File: src/bsa_pkg.sv
// constants and types shared by the black stretch and alpha setup block
package bsa_pkg;

   // ----------------------------------------------------------------
   // structure
   // ----------------------------------------------------------------
   localparam int NUM_CH     = 2;
   localparam int NUM_IMP    = 2;
   localparam int NUM_GLAYER = 4;

   // ----------------------------------------------------------------
   // field widths
   // ----------------------------------------------------------------
   localparam int START_W = 4;
   localparam int DEPTH_W = 4;
   localparam int TC1_W   = 5;
   localparam int TC2_W   = 5;
   localparam int ALPHA_W = 8;
   localparam int PARAM_W = START_W + DEPTH_W + TC1_W + TC2_W;
   localparam int LIDX_W  = 2;

   // ----------------------------------------------------------------
   // limits and values after reset
   // ----------------------------------------------------------------
   localparam logic [TC2_W-1:0]   TC2_MAX      = 5'h1e;
   localparam logic               STRETCH_RST  = 1'h0;
   localparam logic [PARAM_W-1:0] PARAM_RST    = 18'h00000;
   localparam logic [ALPHA_W-1:0] ALPHA_RST    = 8'h00;
   localparam logic [ALPHA_W-1:0] ALPHA_OPAQUE = 8'hff;
   localparam logic               PREMUL_RST   = 1'h0;
   localparam logic [LIDX_W-1:0]  BASE_LAYER   = 2'h0;

   // ----------------------------------------------------------------
   // setup commands and answers
   // ----------------------------------------------------------------
   typedef enum logic [3:0]
   {
      CMD_STRETCH_ON    = 4'h1,
      CMD_STRETCH_PARAM = 4'h2,
      CMD_ALPHA_1BIT    = 4'h4,
      CMD_PREMUL        = 4'h8
   } bsa_cmd_t;

   typedef enum logic [2:0]
   {
      ERR_NONE      = 3'h0,
      ERR_GRAPHICS_LAYER_INDEX  = 3'h1,
      ERR_RANGE     = 3'h2,
      ERR_IF_COND   = 3'h3,
      ERR_RESOURCE  = 3'h4,
      ERR_UNDEFINED = 3'h5
   } bsa_err_t;

endpackage

File: src/bsa_shadow.sv
// one setting held as pending value and frame-aligned active value
`timescale 1ns/100ps
module bsa_shadow
#(
   parameter int             W       = 8,
   parameter logic [W-1:0]   RST_VAL = '0
)
(
   // clock and reset
   input  wire logic         mclk,
   input  wire logic         rst_n,
   // update
   input  wire logic         load,
   input  wire logic [W-1:0] loadData,
   input  wire logic         commit,
   // state
   output wire logic [W-1:0] activeVal,
   output wire logic         pending
);

   typedef struct packed
   {
      logic [W-1:0] pend;
      logic         pendValid;
      logic [W-1:0] active;
   } bsa_shadow_st_t;

   bsa_shadow_st_t shadow_reg;
   bsa_shadow_st_t shadow_next;

   // ----------------------------------------------------------------
   // next state
   // ----------------------------------------------------------------
   // a write in the commit cycle is kept for the next frame, not lost
   always_comb
   begin
      shadow_next = shadow_reg;
      if (commit && shadow_reg.pendValid)
      begin
         shadow_next.active    = shadow_reg.pend;
         shadow_next.pendValid = 1'b0;
      end
      if (load)
      begin
         shadow_next.pend      = loadData;
         shadow_next.pendValid = 1'b1;
      end
   end

   // ----------------------------------------------------------------
   // registers
   // ----------------------------------------------------------------
   always_ff @(posedge mclk)
   begin
      if (!rst_n)
      begin
         shadow_reg.pend      <= RST_VAL;
         shadow_reg.pendValid <= 1'b0;
         shadow_reg.active    <= RST_VAL;
      end
      else
      begin
         shadow_reg <= shadow_next;
      end
   end

   assign activeVal = shadow_reg.active;
   assign pending   = shadow_reg.pendValid;

endmodule

File: src/bsa_setup.sv
// black stretch and one-bit alpha setup for two display channels
//
// Behaviour
// - two channels, each with own settings, chosen by channel index 0 or 1.
// - improver 0 serves layer 0 reads, improver 1 serves layer 1 reads.
// - enable and parameters written separately; kept until reset or rewrite.
// - start point per improver, 0 to 15, resets to zero.
// - depth per improver, 0 to 15, resets to zero.
// - first time constant per improver, 0 to 31, resets to zero.
// - second time constant per improver, 0 to 30, resets to zero.
// - layers 1 to 3: alpha bit 0 maps to programmable 8-bit value.
// - layers 1 to 3: alpha bit 1 maps to programmable 8-bit value.
// - layer 0 and output generator one-bit alpha fixed at 255.
// - layers 1 to 3: premultiply on/off control, reset to off; layer 0 fixed off.
`timescale 1ns/100ps
module bsa_setup
#(
   parameter int NUM_CH     = bsa_pkg::NUM_CH,
   parameter int NUM_IMP    = bsa_pkg::NUM_IMP,
   parameter int NUM_GLAYER = bsa_pkg::NUM_GLAYER
)
(
   // clock and reset
   input  wire logic                                 mclk,
   input  wire logic                                 rst_n,
   // frame timing, one pulse per channel frame start
   input  wire logic [NUM_CH-1:0]                    frameStart,
   // read path state per channel and layer
   input  wire logic [NUM_CH-1:0][NUM_GLAYER-1:0]    layerEnabled,
   input  wire logic [NUM_CH-1:0][NUM_GLAYER-1:0]    layerFmtYcc,
   // setup command
   input  wire logic                                 cfgWrite,
   input  wire bsa_pkg::bsa_cmd_t                    cfgCmd,
   input  wire logic                                 cfgChannel,
   input  wire logic                                 qualityImproverIndex,
   input  wire logic [bsa_pkg::LIDX_W-1:0]           graphicsLayerIndex,
   input  wire logic                                 cfgStretchOn,
   input  wire logic [bsa_pkg::START_W-1:0]          darkExpandStartPoint,
   input  wire logic [bsa_pkg::DEPTH_W-1:0]          darkExpandDepth,
   input  wire logic [bsa_pkg::TC1_W-1:0]            darkExpandTimeConstFirst,
   input  wire logic [bsa_pkg::TC2_W-1:0]            darkExpandTimeConstSecond,
   input  wire logic [bsa_pkg::ALPHA_W-1:0]          oneBitAlphaZeroValue,
   input  wire logic [bsa_pkg::ALPHA_W-1:0]          oneBitAlphaOneValue,
   input  wire logic                                 premultiplyEnable,
   // setup answer
   output wire logic                                 cfgDone,
   output wire bsa_pkg::bsa_err_t                    cfgError,
   output wire logic [NUM_CH-1:0]                    updatePending,
   // applied black stretch settings
   output wire logic [NUM_CH-1:0][NUM_IMP-1:0]       stretchOn,
   output wire logic [NUM_CH-1:0][NUM_IMP-1:0]
                     [bsa_pkg::START_W-1:0]          stretchStart,
   output wire logic [NUM_CH-1:0][NUM_IMP-1:0]
                     [bsa_pkg::DEPTH_W-1:0]          stretchDepth,
   output wire logic [NUM_CH-1:0][NUM_IMP-1:0]
                     [bsa_pkg::TC1_W-1:0]            stretchTc1,
   output wire logic [NUM_CH-1:0][NUM_IMP-1:0]
                     [bsa_pkg::TC2_W-1:0]            stretchTc2,
   // applied alpha settings, layer 0 fixed
   output wire logic [NUM_CH-1:0][NUM_GLAYER-1:0]
                     [bsa_pkg::ALPHA_W-1:0]          alphaZero,
   output wire logic [NUM_CH-1:0][NUM_GLAYER-1:0]
                     [bsa_pkg::ALPHA_W-1:0]          alphaOne,
   output wire logic [NUM_CH-1:0][NUM_GLAYER-1:0]    premulOn,
   output wire logic [bsa_pkg::ALPHA_W-1:0]          outGenAlpha
);

   // ----------------------------------------------------------------
   // state
   // ----------------------------------------------------------------
   typedef struct packed
   {
      logic                                done;
      bsa_pkg::bsa_err_t                   err;
      logic [NUM_CH-1:0]                   pendAny;
      logic [NUM_CH-1:0][NUM_IMP-1:0]      gatedOn;
      logic [bsa_pkg::ALPHA_W-1:0]         opaque;
      logic [NUM_CH-1:0]                   premulBase;
   } bsa_setup_st_t;

   bsa_setup_st_t setup_reg;
   bsa_setup_st_t setup_next;

   // ----------------------------------------------------------------
   // load strobes and shadow outputs
   // ----------------------------------------------------------------
   logic [NUM_CH-1:0][NUM_IMP-1:0]                     loadOn;
   logic [NUM_CH-1:0][NUM_IMP-1:0]                     loadPar;
   logic [NUM_CH-1:0][NUM_GLAYER-1:0]                  loadAlpha;
   logic [NUM_CH-1:0][NUM_GLAYER-1:0]                  loadPremul;
   logic [NUM_CH-1:0][NUM_IMP-1:0]                     rawOn;
   logic [NUM_CH-1:0][NUM_IMP-1:0][bsa_pkg::PARAM_W-1:0] parVal;
   logic [NUM_CH-1:0][NUM_IMP-1:0]                     pendOn;
   logic [NUM_CH-1:0][NUM_IMP-1:0]                     pendPar;
   logic [NUM_CH-1:0][NUM_GLAYER-1:0]                  pendAlpha;
   logic [NUM_CH-1:0][NUM_GLAYER-1:0]                  pendPremul;
   logic [bsa_pkg::PARAM_W-1:0]                        parIn;
   logic [bsa_pkg::LIDX_W-1:0]                         impLayer;
   logic                                               impEnabled;
   logic                                               impYcc;
   logic                                               lyrEnabled;

   // improver index picks the layer it serves
   assign impLayer   = {1'b0, qualityImproverIndex};
   assign impEnabled = layerEnabled[cfgChannel][impLayer];
   assign impYcc     = layerFmtYcc[cfgChannel][impLayer];
   assign lyrEnabled = layerEnabled[cfgChannel][graphicsLayerIndex];
   assign parIn      = {darkExpandStartPoint, darkExpandDepth,
                        darkExpandTimeConstFirst, darkExpandTimeConstSecond};

   // ----------------------------------------------------------------
   // command check and next state
   // ----------------------------------------------------------------
   // a refused command changes no setting; the code says why
   always_comb
   begin
      setup_next = setup_reg;
      loadOn     = '0;
      loadPar    = '0;
      loadAlpha  = '0;
      loadPremul = '0;
      setup_next.done = 1'b0;
      if (cfgWrite)
      begin
         setup_next.done = 1'b1;
         case (cfgCmd)
            bsa_pkg::CMD_STRETCH_ON:
            begin
               if (!impEnabled)
                  setup_next.err = bsa_pkg::ERR_RESOURCE;
               else if (cfgStretchOn && !impYcc)
                  setup_next.err = bsa_pkg::ERR_IF_COND;
               else
               begin
                  setup_next.err = bsa_pkg::ERR_NONE;
                  loadOn[cfgChannel][qualityImproverIndex] = 1'b1;
               end
            end
            bsa_pkg::CMD_STRETCH_PARAM:
            begin
               if (!impEnabled)
                  setup_next.err = bsa_pkg::ERR_RESOURCE;
               else if (!impYcc)
                  setup_next.err = bsa_pkg::ERR_IF_COND;
               else if (darkExpandTimeConstSecond > bsa_pkg::TC2_MAX)
                  setup_next.err = bsa_pkg::ERR_RANGE;
               else
               begin
                  setup_next.err = bsa_pkg::ERR_NONE;
                  loadPar[cfgChannel][qualityImproverIndex] = 1'b1;
               end
            end
            bsa_pkg::CMD_ALPHA_1BIT:
            begin
               if (graphicsLayerIndex == bsa_pkg::BASE_LAYER)
                  setup_next.err = bsa_pkg::ERR_GRAPHICS_LAYER_INDEX;
               else if (!lyrEnabled)
                  setup_next.err = bsa_pkg::ERR_RESOURCE;
               else
               begin
                  setup_next.err = bsa_pkg::ERR_NONE;
                  loadAlpha[cfgChannel][graphicsLayerIndex] = 1'b1;
               end
            end
            bsa_pkg::CMD_PREMUL:
            begin
               if (graphicsLayerIndex == bsa_pkg::BASE_LAYER)
                  setup_next.err = bsa_pkg::ERR_GRAPHICS_LAYER_INDEX;
               else if (!lyrEnabled)
                  setup_next.err = bsa_pkg::ERR_RESOURCE;
               else
               begin
                  setup_next.err = bsa_pkg::ERR_NONE;
                  loadPremul[cfgChannel][graphicsLayerIndex] = 1'b1;
               end
            end
            default:
            begin
               setup_next.err = bsa_pkg::ERR_UNDEFINED;
            end
         endcase
      end
      // stretch stays inhibited while the layer format is not YCbCr
      setup_next.gatedOn = rawOn & {layerFmtYcc[1][1:0],
                                    layerFmtYcc[0][1:0]};
      for (int c = 0; c < NUM_CH; c++)
      begin
         setup_next.pendAny[c] = (|pendOn[c]) | (|pendPar[c]) |
                                 (|pendAlpha[c]) | (|pendPremul[c]);
      end
      setup_next.opaque     = bsa_pkg::ALPHA_OPAQUE;
      setup_next.premulBase = '0;
   end

   // ----------------------------------------------------------------
   // registers
   // ----------------------------------------------------------------
   always_ff @(posedge mclk)
   begin
      if (!rst_n)
      begin
         setup_reg.done       <= 1'b0;
         setup_reg.err        <= bsa_pkg::ERR_NONE;
         setup_reg.pendAny    <= '0;
         setup_reg.gatedOn    <= '0;
         setup_reg.opaque     <= bsa_pkg::ALPHA_OPAQUE;
         setup_reg.premulBase <= '0;
      end
      else
      begin
         setup_reg <= setup_next;
      end
   end

   // ----------------------------------------------------------------
   // per channel black stretch settings
   // ----------------------------------------------------------------
   // each channel commits on its own frame start, never mid-frame
   for (genvar c = 0; c < NUM_CH; c++)
   begin : g_ch
      for (genvar i = 0; i < NUM_IMP; i++)
      begin : g_imp
         bsa_shadow
         #(
            .W       (1),
            .RST_VAL (bsa_pkg::STRETCH_RST)
         )
         u_on
         (
            .mclk      (mclk),
            .rst_n     (rst_n),
            .load      (loadOn[c][i]),
            .loadData  (cfgStretchOn),
            .commit    (frameStart[c]),
            .activeVal (rawOn[c][i]),
            .pending   (pendOn[c][i])
         );

         bsa_shadow
         #(
            .W       (bsa_pkg::PARAM_W),
            .RST_VAL (bsa_pkg::PARAM_RST)
         )
         u_par
         (
            .mclk      (mclk),
            .rst_n     (rst_n),
            .load      (loadPar[c][i]),
            .loadData  (parIn),
            .commit    (frameStart[c]),
            .activeVal (parVal[c][i]),
            .pending   (pendPar[c][i])
         );

         assign stretchStart[c][i] = parVal[c][i][17:14];
         assign stretchDepth[c][i] = parVal[c][i][13:10];
         assign stretchTc1[c][i]   = parVal[c][i][9:5];
         assign stretchTc2[c][i]   = parVal[c][i][4:0];
      end

      // ------------------------------------------------------------
      // per layer alpha settings, layers 1 to 3
      // ------------------------------------------------------------
      for (genvar l = 1; l < NUM_GLAYER; l++)
      begin : g_lyr
         bsa_shadow
         #(
            .W       (2 * bsa_pkg::ALPHA_W),
            .RST_VAL ({bsa_pkg::ALPHA_RST, bsa_pkg::ALPHA_RST})
         )
         u_alpha
         (
            .mclk      (mclk),
            .rst_n     (rst_n),
            .load      (loadAlpha[c][l]),
            .loadData  ({oneBitAlphaOneValue, oneBitAlphaZeroValue}),
            .commit    (frameStart[c]),
            .activeVal ({alphaOne[c][l], alphaZero[c][l]}),
            .pending   (pendAlpha[c][l])
         );

         bsa_shadow
         #(
            .W       (1),
            .RST_VAL (bsa_pkg::PREMUL_RST)
         )
         u_premul
         (
            .mclk      (mclk),
            .rst_n     (rst_n),
            .load      (loadPremul[c][l]),
            .loadData  (premultiplyEnable),
            .commit    (frameStart[c]),
            .activeVal (premulOn[c][l]),
            .pending   (pendPremul[c][l])
         );
      end

      // layer 0 has no programmable one-bit alpha
      assign alphaZero[c][0]  = setup_reg.opaque;
      assign alphaOne[c][0]   = setup_reg.opaque;
      assign premulOn[c][0]   = setup_reg.premulBase[c];
      assign pendAlpha[c][0]  = 1'b0;
      assign pendPremul[c][0] = 1'b0;
   end

   // ----------------------------------------------------------------
   // outputs
   // ----------------------------------------------------------------
   assign cfgDone       = setup_reg.done;
   assign cfgError      = setup_reg.err;
   assign updatePending = setup_reg.pendAny;
   assign stretchOn     = setup_reg.gatedOn;
   assign outGenAlpha   = setup_reg.opaque;

endmodule

File: config.mk
export PLATFORM = sky130hd
export DESIGN_NAME = bsa_setup
export DESIGN_NICKNAME = d
export VERILOG_FILES = /design/src/bsa_pkg.sv /design/src/bsa_shadow.sv /design/src/bsa_setup.sv
export SDC_FILE = /design/constraint.sdc
export NUM_CORES = 1
export LEC_CHECK = 0
export ABC_AREA = 1
export BUFFER_PORTS_ARGS = -buffer_cell sky130_fd_sc_hd__buf_2
export CAP_MARGIN = 20
export CORE_MARGIN = 10
export CORE_UTILIZATION = 38
export DETAILED_ROUTE_END_ITERATION = 8
export GPL_ROUTABILITY_DRIVEN = 0
export SYNTH_ARGS = -nofsm -noshare
export SYNTH_HDL_FRONTEND = slang
export SYNTH_SLANG_ARGS = --single-unit
File: constraint.sdc
create_clock -name mclk -period 1.3 [get_ports mclk]
set_input_delay 0.065 -clock mclk [delete_from_list [all_inputs] [get_ports mclk]]
set_output_delay 0.065 -clock mclk [all_outputs]
set_load 0.02 [all_outputs]
# Word level (Yosys, flattened, before mapping)
# Index checks and enable logic that the tools add are counted.
totals:
  reg_bits: 396
  latch_bits: 0
  mem_bits_rw: 0
  mem_bits_ro: 0
  inputBits: 65
  output_inout_bits: 226
  memories: 0
op_classes:
  addsub: 0
  n_mul: 0
  div: 0
  n_lt_le_gt_ge: 8
  eq_ne: 4
  shifts: 0
  mux: 82
  bitwise: 7
  n_reduce_logical: 55
op_table:
  columns: ["op", "count"]
  rows:
  - ["$mux 17", 6]
  - ["$mux 19", 4]
  - ["$mux 4", 13]
  - ["$mux 8", 6]
  - ["$reduce_bool 2->1", 20]
  - ["$mux 2", 16]
  - ["$mux 1", 27]
  - ["$logic_and 1x1->1", 24]
  - ["$mux 3", 4]
  - ["$reduce_or 3->1", 4]
  - ["$reduce_or 2->1", 5]
  - ["$pmux 3 s3", 1]
  - ["$or 1x1->1", 6]
  - ["$gt 5x5->1 const B", 1]
  - ["$and 4x4->4", 1]
  - ["$demux 4 s1", 1]
  - ["$eq 4x1->1 const B", 1]
  - ["$eq 4x2->1 const B", 1]
  - ["$eq 4x3->1 const B", 1]
  - ["$eq 4x4->1 const B", 1]
  - ["$lt 1x2->1 const B", 2]
  - ["$lt 1x3->1 const B", 1]
  - ["$lt 2x3->1 const B", 1]
  - ["$bmux 1 s2", 1]
  - ["7 further kinds", 8]

# Depth between registers and ports, before layout
depth:
  depth_word: 12
  mapped_depth: 13
  mapped_depth_nobuf: 11

# Hierarchy
# A second synthesis with hierarchy kept.
hier_totals:
  cells_unflattened: 2353
  area_unflattened_um2: 16686.0
by_module_without_submodules:
  columns: ["mod", "instances", "cells_per_inst", "area_each_um2", "seq_area_each_um2"]
  rows:
  - ["bsa_shadow at g_ch[0].g_lyr[1].u_alpha ...", 6, 190, 1352.5, 660.6]
  - ["bsa_shadow at g_ch[0].g_imp[0].u_par ...", 4, 214, 1560.2, 740.7]
  - ["bsa_setup", 1, 197, 1191.1, 200.2]
  - ["bsa_shadow at g_ch[0].g_imp[0].u_on ...", 10, 16, 113.9, 60.1]

# Worst setup path before layout
# No wires, ideal clock.
synth_path:
  path_type: "input-to-reg"
  from: "input cfgCmd[2]"
  to: "register g_ch[1].g_imp[0].u_par.shadow_reg[27] (netlist bit)"
  arrival_ns: 1.097
  setup_slack_ns: 0.090
  path_stages: 9
  n_path_buf: 1
  cell_sequence: "nor2_1 inv_1 nor2_1 inv_1 nor2_8 nand3_4 buf_2 nor2_1 nor2_1"
synth_via:
  elab_chain_len: 3
synth_lines:
  columns: ["item", "line", "rtl"]
  rows:
  - ["start, declared", "bsa_setup.sv:33", "input wire bsa_pkg::bsa_cmd_t cfgCmd,"]
  - ["$eq 4x2->1", "bsa_setup.sv:126", "case (cfgCmd)"]
  - ["$mux 4", "bsa_setup.sv:126", null]
  - ["$mux 4", "bsa_setup.sv:123", "if (cfgWrite)"]
  - ["end signal, assigned", "bsa_shadow.sv:63", "shadow_reg <= shadow_next;"]
  - ["end, declared", "bsa_shadow.sv:28", "bsa_shadow_st_t shadow_reg;"]
# Every way passes these cells.
# A chain may end at the register's enable or synchronous reset.

# Worst setup path after layout
layout_path:
  from: "input cfgWrite"
  to: "register g_ch[0].g_imp[0].u_par.shadow_reg[31] (netlist bit)"
layout_via:
  elab_chain_len: 1
layout_lines:
  columns: ["item", "line", "rtl"]
  rows:
  - ["start, declared", "bsa_setup.sv:32", "input wire logic cfgWrite,"]
  - ["$mux 4", "bsa_setup.sv:123", null]
  - ["end signal, assigned", "bsa_shadow.sv:63", null]
  - ["end, declared", "bsa_shadow.sv:28", null]
# Every way passes these cells.

==> results.py <==
metrics = {
    "route": {
        "wl_um": 45400,
        "via_per_inst": 4.68,
        "dr.first_iter.drc_count": 1026,
        "vias": 12900,
        "drt-pass1-iter-count": 5,
        "wl_per_cell_um": 16.4,
        "ant_nets": 0,
        "drc": 0,
    },
    "final_layout": {
        "n_antenna_cell": 0,
        "nNetsFinal": 2267,
        "design_area_um2": 18800,
        "area_growth_pct": 18.4,
        "drive_gt1_frac": 0.203,
        "fin_cells": 2767,
    },
    "timing": {
        "tightest_slew_ns": 0.530,
        "slew_headroom": 0.646,
        "finalSetupViolCount": 0,
        "min_period_ns": 1.25,
        "slew_viol_final": 0,
        "max_freq_ghz": 0.800,
        "hold_viol": 0,
        "skew_ns": 0.0175,
        "fin_crit_sh": 0.961,
    },
    "global_route": {
        "top_usage_layer": "met2",
        "grt.overflow.total": 0,
        "grt_pass1_wl_um": 69300,
        "use_met3": 0.0381,
        "grt_pass1_vias": 12200,
        "grt_use_total": 0.172,
        "grt_max_degree": 86,
        "use_met1": 0.220,
        "antenna_found_initial": 0,
        "grtUsageMet2": 0.283,
    },
    "placed_design": {
        "dp_hpwl_um": 32000,
        "dp.cells": 2637,
        "placed_cell_area_um2": 16600,
        "io_buffers": 244,
    },
    "clocking": {
        "clock_tree.root_cell": "clkbuf_16",
        "cts_buffers": 42,
        "cts.sinks": 386,
        "clk_path_buf_depth": 3,
        "clock_latency_ns": 0.56,
        "htreeDepth": 2,
        "cts_tree": "yes",
        "clk_pin_slew_ns": 0.06,
    },
    "die": {
        "die_area_um2": 50300,
        "core_um2": 41000,
        "die_w_um": 224,
        "start_util": 0.387,
        "placementRows": 74,
        "fp.dieH_um": 224,
        "io_pins": 291,
    },
    "pwr": {
        "clkPwrFrac": 0.495,
        "ir_drop_mv": 0.776,
        "p_int_mw": 20.4,
        "p_switching_mw": 5.77,
        "powerDensity_nw_per_um2": 1390,
        "seq_power_share": 0.454,
        "p_leak_nw": 8.65,
        "p_comb_frac": 0.052,
        "p_sw_frac": 0.221,
    },
    "setup_path": {
        "critPathArrivalTime_ns": 1.69,
        "crit_type": "in -> reg",
        "critPathCaptureType": "flip-flop",
        "crit_fanout": 8,
        "reg2reg_depth": 4,
        "endpoint": "g_ch[0].g_imp[0].u_par.shadow_reg[31]$_SDFFE_PN0P_",
        "startpoint_type": "input port",
        "worst_ep_required_time_ns": 1.75,
        "r2r-end": "g_ch[1].g_lyr[1].u_alpha.activeVal[14]$_SDFFE_PN0P_",
        "timing.rr.start": "g_ch[1].g_lyr[1].u_alpha.pending$_SDFFE_PN0P_",
        "r2r_slack_ns": 0.09,
        "cp-startpoint": "cfgWrite",
    },
    "logic_synthesis": {
        "syn_area_um2": 15900,
        "synth_top_area_share": 0.487,
        "synth_cell_type_count": 30,
        "synth_ff_type": "dfxtp_1",
        "yosysSeqAreaShare": 0.487,
        "async_flop_share": 0,
        "synth.avg_cell_area_um2": 7.67,
        "synth-seq-cells": 386,
        "synth_top_cell_by_area": "dfxtp_1",
        "ys.warnings.count": 0,
        "synthCells": 2067,
        "synth_area_leaders": "dfxtp_1 49%, buf_4 10%, nor2_1 10%",
        "synth_edf_count": 0,
        "ys_top_cells_by_count": "436 x nor2_1, 386 x dfxtp_1, 260 x nand2_1",
        "synth_most_common_cell": "nor2_1",
    },
    "run": {
        "maxCapViolCount": 0,
    },
    "min_path": {
        "hp-class": "in -> reg",
    },
    "run_status": {
        "status": "finished clean",
    },
}
cells in the final DEF (no fill, tap or decap), types with 42 or more instances in the layout:
cell type and n:
clkbuf_16 46, nand2_1 256, a21oi_1 174, o21ai_0 233
dfxtp_1 386, dlygate4sd3_1 44, nor2_1 433, buf_2 240
conb_1 42, buf_4 60, inv_1 118
worst min path at each step:
stage | cells past startpoint | from | end | slack (ns)
2_1_floorplan | 2 | cfgWrite | cfgDone$_SDFF_PN0_ | 0.16
3_3_place_gp | 3 | layerFmtYcc[0] | stretchOn[0]$_SDFF_PN0_ | 0.33
3_5_place_dp | 3 | layerFmtYcc[0] | stretchOn[0]$_SDFF_PN0_ | 0.34
4_1_cts | 5 | qualityImproverIndex | cfgError[0]$_SDFFE_PN0P_ | 0.04
5_1_grt | 5 | qualityImproverIndex | cfgError[0]$_SDFFE_PN0P_ | 0.09
6_report | 5 | qualityImproverIndex | cfgError[0]$_SDFFE_PN0P_ | 0.09
power groups by stage:
stage / Combinational, mW / Sequential, mW / Clock (mW)
6_report: 1.35 / 11.9 / 12.9
5_1_grt: 1.45 / 11.9 / 13.8
4_1_cts: 1.31 / 11.9 / 13.2
3_5_place_dp: 1.20 / 12.1 / 0
3_3_place_gp: 1.19 / 12.1 / 0
2_1_floorplan: 0.738 / 12.1 / 0
metrics by stage:
step	setup WS, ns	setup TNS [ns]	hold slack [ns]	power, mW	util
2_1_floorplan	0.0897	0	0.158	12.9	-
3_3_place_gp	-0.268	-31.90	0.334	13.3	0.404
3_5_place_dp	-0.253	-32.59	0.344	13.3	0.404
4_1_cts	0.0113	0	0.0403	26.4	0.452
5_1_grt	-0.00555	-0.00893	0.0850	27.1	0.458
6_report	0.0507	0	0.0945	26.1	0.458
timing repair:
action,CTS,global route
setup buffers,0,3
hold buffers,44,1
hold endpoints to repair,156,1
endpoints found under the setup margin,0,146
gates resized for setup,0,26
final cells by class:
class	instances	area, um2
fillers	4111	22200
flip-flops and latches	386	7730
well taps	532	666
multi-input cells	1262	5640
clock buffers	59	1250
clock inverters	18	272
repair buffers	377	2690
inverters	133	531
worst max-delay path, cell delays in order:
cell           delay (ns)
dlygate4sd3_1        0.58
buf_6                0.12
inv_4                0.06
nor3_1               0.13
buf_4                0.15
nand3_4              0.16
clkbuf_16            0.22
nor2_1               0.12
nor2_1               0.07
routing by layer:
layer | wire length [um] | vias up
met3 | 2880 | 58
li1 | - | 6602
met4 | 1030 | 0
met1 | 20300 | 5918
met5 | 0 | -
met2 | 21200 | 365
cell families after synthesis:
family	after synthesis	share of synthesized area
and+or+nand+nor	800	0.210
other	2	0.000474
DFF	386	0.487
AOI/OAI and AO/OA	420	0.133
buffers and inverters	459	0.168
No activity file was read; power rests on OpenSTA's default activity.
